### config.mk
export PLATFORM = sky130hd
export DESIGN_NAME = smk_unlock
export DESIGN_NICKNAME = d
export VERILOG_FILES = /design/src/verilog/smk_pkg.sv /design/src/verilog/smk_pair_if.sv /design/src/verilog/smk_unlock.sv /design/src/verilog/smk_key_pair.sv
export SDC_FILE = /design/constraint.sdc
export NUM_CORES = 1
export LEC_CHECK = 0
export BUFFER_PORTS_ARGS = -buffer_cell sky130_fd_sc_hd__buf_2
export CORE_UTILIZATION = 40
export DETAILED_ROUTE_END_ITERATION = 8
export REMOVE_ABC_BUFFERS = 1
export SLEW_MARGIN = 10
export SYNTH_ARGS = -nofsm -noshare
export SYNTH_HDL_FRONTEND = slang
export SYNTH_SLANG_ARGS = --single-unit
### constraint.sdc
create_clock -name i_ref_clk -period 10.55 [get_ports i_ref_clk]
set_input_delay 1.5825 -clock i_ref_clk [delete_from_list [all_inputs] [get_ports i_ref_clk]]
set_output_delay 1.5825 -clock i_ref_clk [all_outputs]
set_load 0.02 [all_outputs]
### src/verilog/smk_pkg.sv
// Constants, types and helpers for the security mode key unlock block
package smk_pkg;

    // ****************************************
    // Widths and field positions
    // ****************************************
    localparam int KEY_W     = 16;
    localparam int PAIR_W    = 32;
    localparam int KEY1_LSB  = 0;
    localparam int KEY0_LSB  = 16;
    localparam int BYTE_W    = 8;

    // ****************************************
    // Modes, one-hot
    // ****************************************
    typedef enum logic [2:0] {
        SMK_SEALED   = 3'h1,
        SMK_UNSEALED = 3'h2,
        SMK_FULL     = 3'h4
    } smk_mode_t;

    // ****************************************
    // Access targets and key selects
    // ****************************************
    localparam logic [1:0] TGT_DF  = 2'h0;
    localparam logic [1:0] TGT_MIA = 2'h1;
    localparam logic [1:0] TGT_MIB = 2'h2;
    localparam logic [1:0] TGT_MIC = 2'h3;

    localparam logic KEY_SEL_UNSEAL = 1'h0;
    localparam logic KEY_SEL_FULL   = 1'h1;

    // Reset images of the stored keys; values are arbitrary
    localparam logic [PAIR_W-1:0] UNSEAL_KEY_RST = 32'h1111_2222;
    localparam logic [PAIR_W-1:0] FULL_KEY_RST   = 32'h3333_4444;

    // ****************************************
    // Parameter table: subclass, offset, limits, default
    // ****************************************
    localparam int PAR_N = 4;
    typedef logic [7:0]  smk_b8_t;
    typedef logic [15:0] smk_w16_t;
    localparam smk_b8_t  PAR_SUB [PAR_N] = '{8'h02, 8'h22, 8'h30, 8'h30};
    localparam smk_b8_t  PAR_OFF [PAR_N] = '{8'h00, 8'h02, 8'h17, 8'h11};
    localparam smk_w16_t PAR_MIN [PAR_N] = '{16'h0000, 16'h0000, 16'h0000, 16'h0000};
    localparam smk_w16_t PAR_MAX [PAR_N] = '{16'h04b0, 16'h11f8, 16'h7fff, 16'hffff};
    localparam smk_w16_t PAR_DEF [PAR_N] = '{16'h0226, 16'h1068, 16'h03e8, 16'h0000};

    // Control port words arrive with their bytes swapped
    function automatic logic [KEY_W-1:0] byte_swap(input logic [KEY_W-1:0] w);
        return {w[BYTE_W-1:0], w[KEY_W-1:BYTE_W]};
    endfunction

endpackage

### src/verilog/smk_pair_if.sv
// Carrier between the control write tracker and the mode controller
`timescale 1ns/1ps
`default_nettype none
interface smk_pair_if;
    import smk_pkg::*;
    logic              wr;
    logic [KEY_W-1:0]  word;
    logic              clr;
    logic              pair_vld;
    logic [PAIR_W-1:0] pair;

    modport tracker (input wr, input word, input clr, output pair_vld, output pair);
    modport user    (output wr, output word, output clr, input pair_vld, input pair);
endinterface
`default_nettype wire

### src/verilog/smk_unlock.sv
// Security mode controller: key unlock, key update and access gating
// Function
// - Each step up in mode needs its own two-word key pair on the control port; i_seal_req seals.
// - Both key words must arrive back to back, nothing written between.
// - Sealed flag reads one whenever the block is sealed.
// - Correct unseal pair clears sealed flag and enters unsealed.
// - Correct full-access pair clears full-access locked flag, enters full access.
// - Each stored key holds two words: key 1 first, key 0 second.
// - Control port key words are byte swapped against their read-back order.
// - Stored keys may be rewritten only in full access; rejected otherwise.
// - Full access and unsealed give equal storage rights, except key writes.
// - Parameters sit at subclass and offset with default, minimum, maximum.
// - Sealed: block A read only, B and C read/write, parameters closed.
// - Mode sets rights; unsealed and full access allow read/write everywhere.
`timescale 1ns/1ps
`default_nettype none
module smk_unlock
    import smk_pkg::*;
(
    // Clock and reset
    input  wire logic              i_ref_clk,
    input  wire logic              i_rst,
    // Control command port
    input  wire logic              i_ctl_wr,
    input  wire logic [KEY_W-1:0]  i_ctl_word,
    input  wire logic              i_seal_req,
    // Key update
    input  wire logic              i_key_wr,
    input  wire logic              i_key_sel,
    input  wire logic [PAIR_W-1:0] i_key_data,
    // Manufacturer block and storage access check
    input  wire logic              i_acc_req,
    input  wire logic [1:0]        i_acc_tgt,
    input  wire logic              i_acc_wr,
    // Parameter access
    input  wire logic              i_par_req,
    input  wire logic              i_par_wr,
    input  wire logic [7:0]        i_par_sub,
    input  wire logic [7:0]        i_par_off,
    input  wire logic [15:0]       i_par_data,
    // Status
    output logic [2:0]             o_mode,
    output logic                   o_sealed_flag,
    output logic                   o_full_access_locked_flag,
    output logic [PAIR_W-1:0]      o_unseal_key,
    output logic [PAIR_W-1:0]      o_full_key,
    // Answers
    output logic                   o_key_ack,
    output logic                   o_key_rej,
    output logic                   o_acc_grant,
    output logic                   o_acc_deny,
    output logic                   o_par_ok,
    output logic                   o_par_err,
    output logic [15:0]            o_par_rdata
);

    smk_pair_if pif ();

    assign pif.wr   = i_ctl_wr;
    assign pif.word = i_ctl_word;

    smk_key_pair u_pair (
        .i_ref_clk (i_ref_clk),
        .i_rst     (i_rst),
        .pif       (pif.tracker)
    );

    // ****************************************
    // Mode and key state
    // ****************************************
    smk_mode_t         mode;
    smk_mode_t         next_mode;
    logic [PAIR_W-1:0] unseal_key;
    logic [PAIR_W-1:0] next_unseal_key;
    logic [PAIR_W-1:0] full_key;
    logic [PAIR_W-1:0] next_full_key;
    logic              key_ack;
    logic              next_key_ack;
    logic              key_rej;
    logic              next_key_rej;
    logic              clr;
    logic              next_clr;
    logic              locked_flag;
    logic              next_locked_flag;

    assign pif.clr = clr;

    always_comb begin
        next_mode       = mode;
        next_unseal_key = unseal_key;
        next_full_key   = full_key;
        next_key_ack    = 1'b0;
        next_key_rej    = 1'b0;
        next_clr        = 1'b0;
        if (pif.pair_vld) begin
            unique case (mode)
                SMK_SEALED: begin
                    if (pif.pair == unseal_key) begin
                        next_mode = SMK_UNSEALED;
                        next_clr  = 1'b1;
                    end
                end
                SMK_UNSEALED: begin
                    if (pif.pair == full_key) begin
                        next_mode = SMK_FULL;
                        next_clr  = 1'b1;
                    end
                end
                SMK_FULL: next_mode = mode;
            endcase
        end
        // Explicit seal overrides a pair landing in the same cycle
        if (i_seal_req) begin
            next_mode = SMK_SEALED;
        end
        next_locked_flag = (next_mode != SMK_FULL);
        if (i_key_wr) begin
            if (mode == SMK_FULL) begin
                next_key_ack = 1'b1;
                if (i_key_sel == KEY_SEL_FULL) begin
                    next_full_key = i_key_data;
                end else begin
                    next_unseal_key = i_key_data;
                end
            end else begin
                next_key_rej = 1'b1;
            end
        end
    end

    always_ff @(posedge i_ref_clk) begin
        if (i_rst) begin
            mode       <= SMK_SEALED;
            unseal_key <= UNSEAL_KEY_RST;
            full_key   <= FULL_KEY_RST;
            key_ack    <= 1'b0;
            key_rej    <= 1'b0;
            clr        <= 1'b0;
            locked_flag <= 1'b1;
        end else begin
            mode       <= next_mode;
            unseal_key <= next_unseal_key;
            full_key   <= next_full_key;
            key_ack    <= next_key_ack;
            key_rej    <= next_key_rej;
            clr        <= next_clr;
            locked_flag <= next_locked_flag;
        end
    end

    // ****************************************
    // Access gating and parameter table
    // ****************************************
    // Table lives in flops: a sealed part never reaches it; reset restores
    // defaults, and an unsealed or full-access write can put back any in-range value.
    logic [15:0] par_mem [PAR_N];
    logic [15:0] next_par_mem [PAR_N];
    logic        acc_grant;
    logic        next_acc_grant;
    logic        acc_deny;
    logic        next_acc_deny;
    logic        par_ok;
    logic        next_par_ok;
    logic        par_err;
    logic        next_par_err;
    logic [15:0] par_rdata;
    logic [15:0] next_par_rdata;

    always_comb begin
        logic found;
        int   idx;
        found          = 1'b0;
        idx            = 0;
        next_par_mem   = par_mem;
        next_acc_grant = 1'b0;
        next_acc_deny  = 1'b0;
        next_par_ok    = 1'b0;
        next_par_err   = 1'b0;
        next_par_rdata = par_rdata;
        if (i_acc_req) begin
            if (mode != SMK_SEALED) begin
                next_acc_grant = 1'b1;
            end else if (i_acc_tgt == TGT_DF || (i_acc_tgt == TGT_MIA && i_acc_wr)) begin
                next_acc_deny = 1'b1;
            end else begin
                next_acc_grant = 1'b1;
            end
        end
        for (int k = 0; k < PAR_N; k++) begin
            if (PAR_SUB[k] == i_par_sub && PAR_OFF[k] == i_par_off) begin
                found = 1'b1;
                idx   = k;
            end
        end
        if (i_par_req) begin
            if (mode == SMK_SEALED || !found) begin
                next_par_err = 1'b1;
            end else if (!i_par_wr) begin
                next_par_ok    = 1'b1;
                next_par_rdata = par_mem[idx];
            end else if (i_par_data >= PAR_MIN[idx] && i_par_data <= PAR_MAX[idx]) begin
                next_par_ok       = 1'b1;
                next_par_mem[idx] = i_par_data;
            end else begin
                next_par_err = 1'b1;
            end
        end
    end

    always_ff @(posedge i_ref_clk) begin
        if (i_rst) begin
            par_mem   <= PAR_DEF;
            acc_grant <= 1'b0;
            acc_deny  <= 1'b0;
            par_ok    <= 1'b0;
            par_err   <= 1'b0;
            par_rdata <= '0;
        end else begin
            par_mem   <= next_par_mem;
            acc_grant <= next_acc_grant;
            acc_deny  <= next_acc_deny;
            par_ok    <= next_par_ok;
            par_err   <= next_par_err;
            par_rdata <= next_par_rdata;
        end
    end

    // ****************************************
    // Outputs
    // ****************************************
    assign o_mode                    = mode;
    assign o_sealed_flag             = mode[0];
    assign o_full_access_locked_flag = locked_flag;
    assign o_unseal_key              = unseal_key;
    assign o_full_key                = full_key;
    assign o_key_ack                 = key_ack;
    assign o_key_rej                 = key_rej;
    assign o_acc_grant               = acc_grant;
    assign o_acc_deny                = acc_deny;
    assign o_par_ok                  = par_ok;
    assign o_par_err                 = par_err;
    assign o_par_rdata               = par_rdata;
endmodule
`default_nettype wire

### src/verilog/smk_key_pair.sv
// Pairs consecutive control writes into candidate key words
`timescale 1ns/1ps
`default_nettype none
module smk_key_pair
    import smk_pkg::*;
(
    // Clock and reset
    input  wire logic       i_ref_clk,
    input  wire logic       i_rst,
    // Pair stream
    smk_pair_if.tracker     pif
);

    logic              have_first;
    logic              next_have_first;
    logic [KEY_W-1:0]  first_word;
    logic [KEY_W-1:0]  next_first_word;
    logic              pair_vld;
    logic              next_pair_vld;
    logic [PAIR_W-1:0] pair;
    logic [PAIR_W-1:0] next_pair;

    // ****************************************
    // Sliding pair window
    // ****************************************
    // Each write pairs with the one just before it unless reset or an unlock cleared it,
    // so any other write between two key words breaks the pair on its own.
    always_comb begin
        next_have_first = have_first;
        next_first_word = first_word;
        next_pair_vld   = 1'b0;
        next_pair       = pair;
        if (pif.clr) begin
            next_have_first = 1'b0;
        end
        if (pif.wr) begin
            if (have_first && !pif.clr) begin
                next_pair_vld = 1'b1;
                next_pair[KEY1_LSB +: KEY_W] = byte_swap(first_word);
                next_pair[KEY0_LSB +: KEY_W] = byte_swap(pif.word);
            end
            next_have_first = 1'b1;
            next_first_word = pif.word;
        end
    end

    always_ff @(posedge i_ref_clk) begin
        if (i_rst) begin
            have_first <= 1'b0;
            first_word <= '0;
            pair_vld   <= 1'b0;
            pair       <= '0;
        end else begin
            have_first <= next_have_first;
            first_word <= next_first_word;
            pair_vld   <= next_pair_vld;
            pair       <= next_pair;
        end
    end

    assign pif.pair_vld = pair_vld;
    assign pif.pair     = pair;
endmodule
`default_nettype wire

==> run summary, run 1 <==
PD cells -> 159 nW/um^2
Max Freq -> 186 MHz
Vias post-DR -> 7599
Hold Buf Count CTS -> 0
Area grow syn2layout -> 21.0%
Rows -> 54
H-tree levels -> 1
#FFs+latches synth -> 205
Number of buffers added on ports -> 182
Syn avg cell area -> 8.81 sq um
Top_reg_cell synth -> dfxtp_1
Clock tree sinks -> 205
Via/cell ratio -> 5.13
Status -> finished with violations
Type of origin of the critical path -> primary input
Clock Skew -> 0.0145 ns
Crit-path max FO -> 18
Fin Setup TNS -> 0 ns
GR Overflow Total -> 0
Violated checks -> design-rule violations
Vias in the first global route -> 7204
Gpl congestion -> 0.797
Hold_sp -> u_pair.first_word[0]
CP max-delay cell -> nor3_4
Crit path required time -> 10.98 ns
Post-DRT Antenna Nets -> 0
Largest net degree at the start of global routing -> 139
Top-area cell type share of the netlist area -> 45.2%
Syn. warnings -> 0
DRC Markers -> 22
Worst min-delay path class -> reg2reg
Total Die Area -> 23300 sq um
Final Hold Fails -> 0
Origin of the worst setup path -> i_par_sub[3]
Rel. slew slack -> 21.5%
Worst-margin pin slew -> 1.18 ns
Post_cts resized -> 0
Synthesized area -> 9080 sq um
Pre-CTS setup slack -> 4.66 ns
Post-Synthesis Cells -> 1030
CTS tree -> built
RSZ-0062 raised after global routing -> false
Most numerous cell in the Yosys netlist -> nand2_1
Starting Density -> 41.2%
Number of synthesized flops with an enable pin -> 0
Wire length per cell -> 16.9 um
Final Cell Area -> 11000 sq um
Commonest cells in the netlist -> 221 x nand2_1, 205 x dfxtp_1, 87 x a21oi_1
Setup violators final -> 0
Core ar. -> 22000 sq um
Worst stage delay on the critical path -> 0.95 ns
Delay-heaviest family, CP -> simple AND/OR/NAND/NOR gates
Clock-pin slew on the worst setup and hold paths -> 0.06 ns
Area contributors post-synth -> dfxtp_1 45%, nand2_1 9.1%, mux2i_1 8.9%, xor2_1 5.9%, nand2b_1 4.8%
First-pass GRT wire length -> 39800 um
CP arrival -> 5.79 ns
Synth unique cells -> 44
Post-CTS setup buffers -> 0
Clk root buf -> clkbuf_16
WHS -> 0.451 ns
Die H -> 153 um
Async set-reset flop share out of synthesis -> 0%
CP cell instances -> buf_2 > or4_4 > or4_4 > nor2_1 > buf_4 > inv_1 > ha_1 > a21oi_1 > o21ai_0 > a221oi_1 > o221ai_2 > nor3_4 > mux2i_1
Peak VDD IR -> 0.0947 mV
Setup crit end kind -> flip-flop
CTS Buffer Depth -> 3
Initial antenna violation count -> 3
1st-iter DRT viols -> 451
Final net count -> 1287
Hpwl dp -> 16900 um
Drt total wl -> 25000 um
First-pass detailed-route iteration total -> 7
Register area share after synthesis -> 45.2%
Critical Path Most Common Cell -> or4_4
Cell taking the most area after synthesis -> dfxtp_1
WS Path Type -> in2reg
Die X-Extent -> 153 um
Buf/Inv on CP -> 3
R2r setup slk -> 7.91 ns
Top Ports -> 183
Cell Area, Placed -> 10100 sq um
GRT Overall Usage -> 21.2%
Fraction of layout cells with a size suffix above 1 -> 21.6%
Period utilization -> 50.9%
Lkg Pwr -> 4.72 nW
Fin crit period -> 5.37 ns
Post-layout util -> 49.9%
Setup ws final -> 5.18 ns
Worst skew pair latency -> 0.51 ns
Reg2reg start -> o_mode[0]
Max-Cap Viols -> 0
CTS Buf Count -> 23
Slew Limit Fails -> 0
## final cells by class
class                      count  area (sq um)
tap                          280           350
clock inverter                 8           146
timing repair buffer         192           992
clock buffer                  33           683
antenna                        2          5.00
multi-input combinational    753          4680
sequential                   205          4100
inverter                       7          26.3
fill                        2147         11000
## report_power, final
group / switching (W) / total, W / internal [W]
Clock: 0.000324 / 0.000870 / 0.000547
Sequential: 0.00000656 / 0.000789 / 0.000783
Combinational: 0.0000517 / 0.0000868 / 0.0000351
## tightest hold or removal path, stage by stage (launching register included)
cell,delay (ns)
dfxtp_1,0.31
nand2_1,0.05
a21oi_1,0.05
## stage by stage
| step | total power [W] | std cells |
|---|---|---|
| 2_1_floorplan | 0.000841 | 965 |
| 3_3_place_gp | 0.000892 | 1437 |
| 3_5_place_dp | 0.000893 | 1437 |
| 4_1_cts | 0.00176 | 1478 |
| 5_1_grt | 0.00181 | 1479 |
| 6_report | 0.00175 | 1480 |
## flip-flops by register name (all words and copies together) (netlist names)
name                       count
clr                            1
o_acc_deny                     1
o_acc_grant                    1
o_full_access_locked_flag      1
o_full_key                    32
o_key_ack                      1
o_key_rej                      1
o_mode                         3
o_par_err                      1
o_par_ok                       1
o_par_rdata                   16
o_unseal_key                  32
par_mem                       64
u_pair.first_word             16
u_pair.have_first              1
u_pair.pif.pair               32
u_pair.pif.pair_vld            1
## metal layers
metal	track usage [%]	vias up	wire length (um)
met5	0	-	13
met4	5.96	2	473
met3	3.16	39	1220
met2	31.9	179	10700
met1	31.3	3580	12500
li1	-	3799	-
## logic make-up (layout without fill, tap and decap cells)
family	Yosys count	count (layout)	synth area share, %
AND/OR/NAND/NOR	442	442	23.3
flip-flops	205	205	45.2
AO/OA/AOI/OAI	136	136	9.03
multiplexers	97	97	10.9
buffers and inverters	72	240	3.46
XOR/XNOR	65	65	6.27
adder cells (fa/ha/maj)	13	13	1.79
other	0	2	0
## path summary, 6_finish.rpt
check	end	cells after the start
max	par_mem[30]	13
min	u_pair.pif.pair[8]	2
max reg2reg	par_mem[30]	7
min reg2reg	u_pair.pif.pair[8]	2
## cells in the final DEF (no fill, tap or decap), types with 2 or more instances in the layout
cell type / Yosys / layout
a211o_1: 2 / 2
diode_2: 0 / 2
nand4_1: 7 / 7
a211oi_1: 2 / 2
clkbuf_16: 0 / 23
or4_4: 2 / 2
clkbuf_1: 54 / 3
o21ai_0: 8 / 8
and3b_1: 2 / 2
mux2_2: 16 / 16
ha_1: 13 / 13
or3_1: 3 / 3
a22oi_1: 16 / 16
nand2b_1: 70 / 70
nor4b_1: 2 / 2
a21oi_1: 87 / 87
inv_1: 7 / 7
a311oi_1: 16 / 16
nand3b_1: 22 / 22
clkinv_2: 0 / 2
nor3_2: 2 / 3
nand2_1: 221 / 221
xor2_1: 61 / 61
nand3_1: 10 / 9
buf_4: 2 / 10
dfxtp_1: 205 / 205
nor3_1: 5 / 4
clkbuf_8: 0 / 7
nor4_1: 18 / 18
mux2i_1: 81 / 81
nor3b_1: 3 / 3
bufinv_16: 0 / 4
nor2_1: 67 / 66
buf_2: 5 / 181
xnor2_1: 4 / 4
Power figures use the tool's default switching activity.
==> run 2: changes to the inputs <==
==> constraint.sdc (replaced) <==
create_clock -name i_ref_clk -period 5.5 [get_ports i_ref_clk]
set_input_delay 0.825 -clock i_ref_clk [delete_from_list [all_inputs] [get_ports i_ref_clk]]
set_output_delay 0.825 -clock i_ref_clk [all_outputs]
set_load 0.02 [all_outputs]
==> run summary, run 2 (synthesis results as in run 1) <==
CTS Buf Count -> 24 (+4.3%)
Clock-pin slew on the worst setup and hold paths -> 0.06 ns (about the same)
Critical Path Most Common Cell -> or4_4
Core ar. -> 22000 sq um (unchanged)
Flop pwr share -> 46.7% (+1.5 points)
GR Overflow Total -> 0 (unchanged)
Type of origin of the critical path -> primary input
Fin crit period -> 4.25 ns
Lkg Pwr -> 4.72 nW (about the same)
Wire length per cell -> 16.8 um (-0.41%)
Status -> finished with violations
PD cells -> 296 nW/um^2 (+86%)
Peak VDD IR -> 0.175 mV (+85%)
Most common cell after layout, fill and taps aside -> nand2_1
Max-Cap Viols -> 0 (unchanged)
Number of buffers added on ports -> 182 (unchanged)
Starting Density -> 41.2% (unchanged)
Gpl congestion -> 0.794 (-0.38%)
Clock Skew -> 0.0316 ns (+0.0171 ns)
Rel. slew slack -> 26.0% (+4.5 points)
Worst stage delay on the critical path -> 0.78 ns (-0.17 ns)
CP cell instances -> buf_2 > or4_4 > or4_4 > nor2_1 > inv_1 > ha_1 > a21oi_1 > o21ai_0 > a221oi_1 > o221ai_2 > or3_1 > mux2i_1
Comb pwr share -> 5.1% (about the same)
Drt total wl -> 24900 um (-0.27%)
Total Die Area -> 23300 sq um (unchanged)
Crit path required time -> 5.85 ns (-5.13 ns)
Post-CTS setup buffers -> 0 (unchanged)
Max Freq -> 235 MHz
Fin Setup TNS -> 0 ns (unchanged)
Area grow syn2layout -> 20.6%
Hpwl dp -> 16800 um (-0.98%)
Clock tree sinks -> 205 (unchanged)
Biggest register -> par_mem
Clock Power Share -> 48.2% (-1.6 points)
Slew Limit Fails -> 0 (unchanged)
Top Ports -> 183 (unchanged)
Largest net degree at the start of global routing -> 172 (+24%)
P_int -> 0.00250 W (+83%)
H-tree levels -> 1 (unchanged)
Vias in the first global route -> 7019 (-2.6%)
CTS Buffer Depth -> 3 (unchanged)
Period utilization -> 77.3%
Clk root buf -> clkbuf_16
Delay-heaviest family, CP -> simple AND/OR/NAND/NOR gates
Initial antenna violation count -> 0 (-3)
Setup crit end kind -> flip-flop
Diodes inserted -> 0 (-2)
CP arrival -> 4.60 ns (-1.19 ns)
First-pass GRT wire length -> 39500 um (-0.99%)
Max FFs per register -> 64 (unchanged)
Worst-margin pin slew -> 1.11 ns (-0.0669 ns)
Net Sw Power -> 0.000741 W (+94%)
Crit-path max FO -> 16 (-2)
Worst skew pair latency -> 0.53 ns (+0.02 ns)
Die X-Extent -> 153 um (unchanged)
Violated checks -> design-rule violations
Final Hold Fails -> 0 (unchanged)
Post-layout util -> 49.7% (-0.18 points)
Worst min-delay path class -> reg2reg
Sw Ratio -> 22.8% (+0.97 points)
WHS -> 0.441 ns (-0.00964 ns)
Die H -> 153 um (unchanged)
Via/cell ratio -> 5.05 (-1.6%)
CTS tree -> built
Final net count -> 1289 (+0.16%)
Most frequent cells in the layout -> 221 x nand2_1, 205 x dfxtp_1, 181 x buf_2
Post-DRT Antenna Nets -> 0 (unchanged)
Vias post-DR -> 7486 (-1.5%)
Hold Buf Count CTS -> 0 (unchanged)
CP max-delay cell -> or3_1
DRC Markers -> 11 (-50%)
Buf/Inv on CP -> 2 (-1)
RSZ-0062 raised after global routing -> false
Fraction of layout cells with a size suffix above 1 -> 21.5% (-0.072 points)
First-pass detailed-route iteration total -> 6 (-1)
Rows -> 54 (unchanged)
GRT Overall Usage -> 21.1% (-0.17 points)
1st-iter DRT viols -> 421 (-6.7%)
WS Path Type -> in2reg
Setup violators final -> 0 (unchanged)
Post_cts resized -> 0 (unchanged)
-- run 2: cell types whose count changed in the layout (fill, tap and decap cells not counted) --
cell / delta
clkbuf_8: -1
clkbuf_1: +4
bufinv_16: -3
diode_2: -2
clkbuf_16: +1
clkinvlp_4: -1
buf_4: +1
inv_6: -1
nor3_2: -1
nor3_4: +1
clkinv_2: +3
clkinv_8: +1
-- run 2: worst paths after layout --
path                        startpoint  cells after the start  slack, ns                  to
hold reg to reg   u_pair.first_word[0]                      2       0.44  u_pair.pif.pair[8]
setup / recovery          i_par_sub[3]                     12       1.25         par_mem[33]
hold / removal    u_pair.first_word[0]                      2       0.44  u_pair.pif.pair[8]
setup reg to reg             o_mode[1]                      7       3.01         par_mem[33]
-- run 2: final cells by class --
class                      instances  area [sq um]
fill                            2156         11100
multi-input combinational        753          4680
sequential                       205          4100
timing repair buffer             193          1000
clock buffer                      37           709
tap                              280           350
clock inverter                     7          71.3
inverter                           7          26.3
-- run 2: layer usage --
| layer | track usage (%) | wire length [um] | part of all wire, % |
|---|---|---|---|
| met5 | 0 | 0 | 0 |
| met4 | 5.39 | 448 | 1.8 |
| met3 | 3.33 | 1360 | 5.5 |
| met2 | 31.8 | 10800 | 43 |
| met1 | 31.0 | 12300 | 49 |
-- run 2: per-stage QoR --
step	worst slack (ns)	instance area, sq um	std cells	total power [W]
floorplan	0.417	8790	965	0.00161
CTS	1.25	10900	1482	0.00328
global route	1.01	10900	1482	0.00336
global placement	0.823	10200	1438	0.00171
finish	1.25	10900	1482	0.00324
detailed placement	0.737	10200	1438	0.00171
-- run 2: power groups by stage --
stage                     combinational [W]  clock [W]  sequential (W)
final                              0.000167    0.00156         0.00151
after global routing               0.000183    0.00167         0.00152
after CTS                          0.000167    0.00160         0.00151
after detailed placement           0.000166          0         0.00155
after global placement             0.000165          0         0.00155
after floorplan                   0.0000681          0         0.00155
-- run 2: tightest hold or removal path: stages, from the launching register on --
cell and delay (ns):
dfxtp_1 0.31, nand2_1 0.05, a21oi_1 0.05
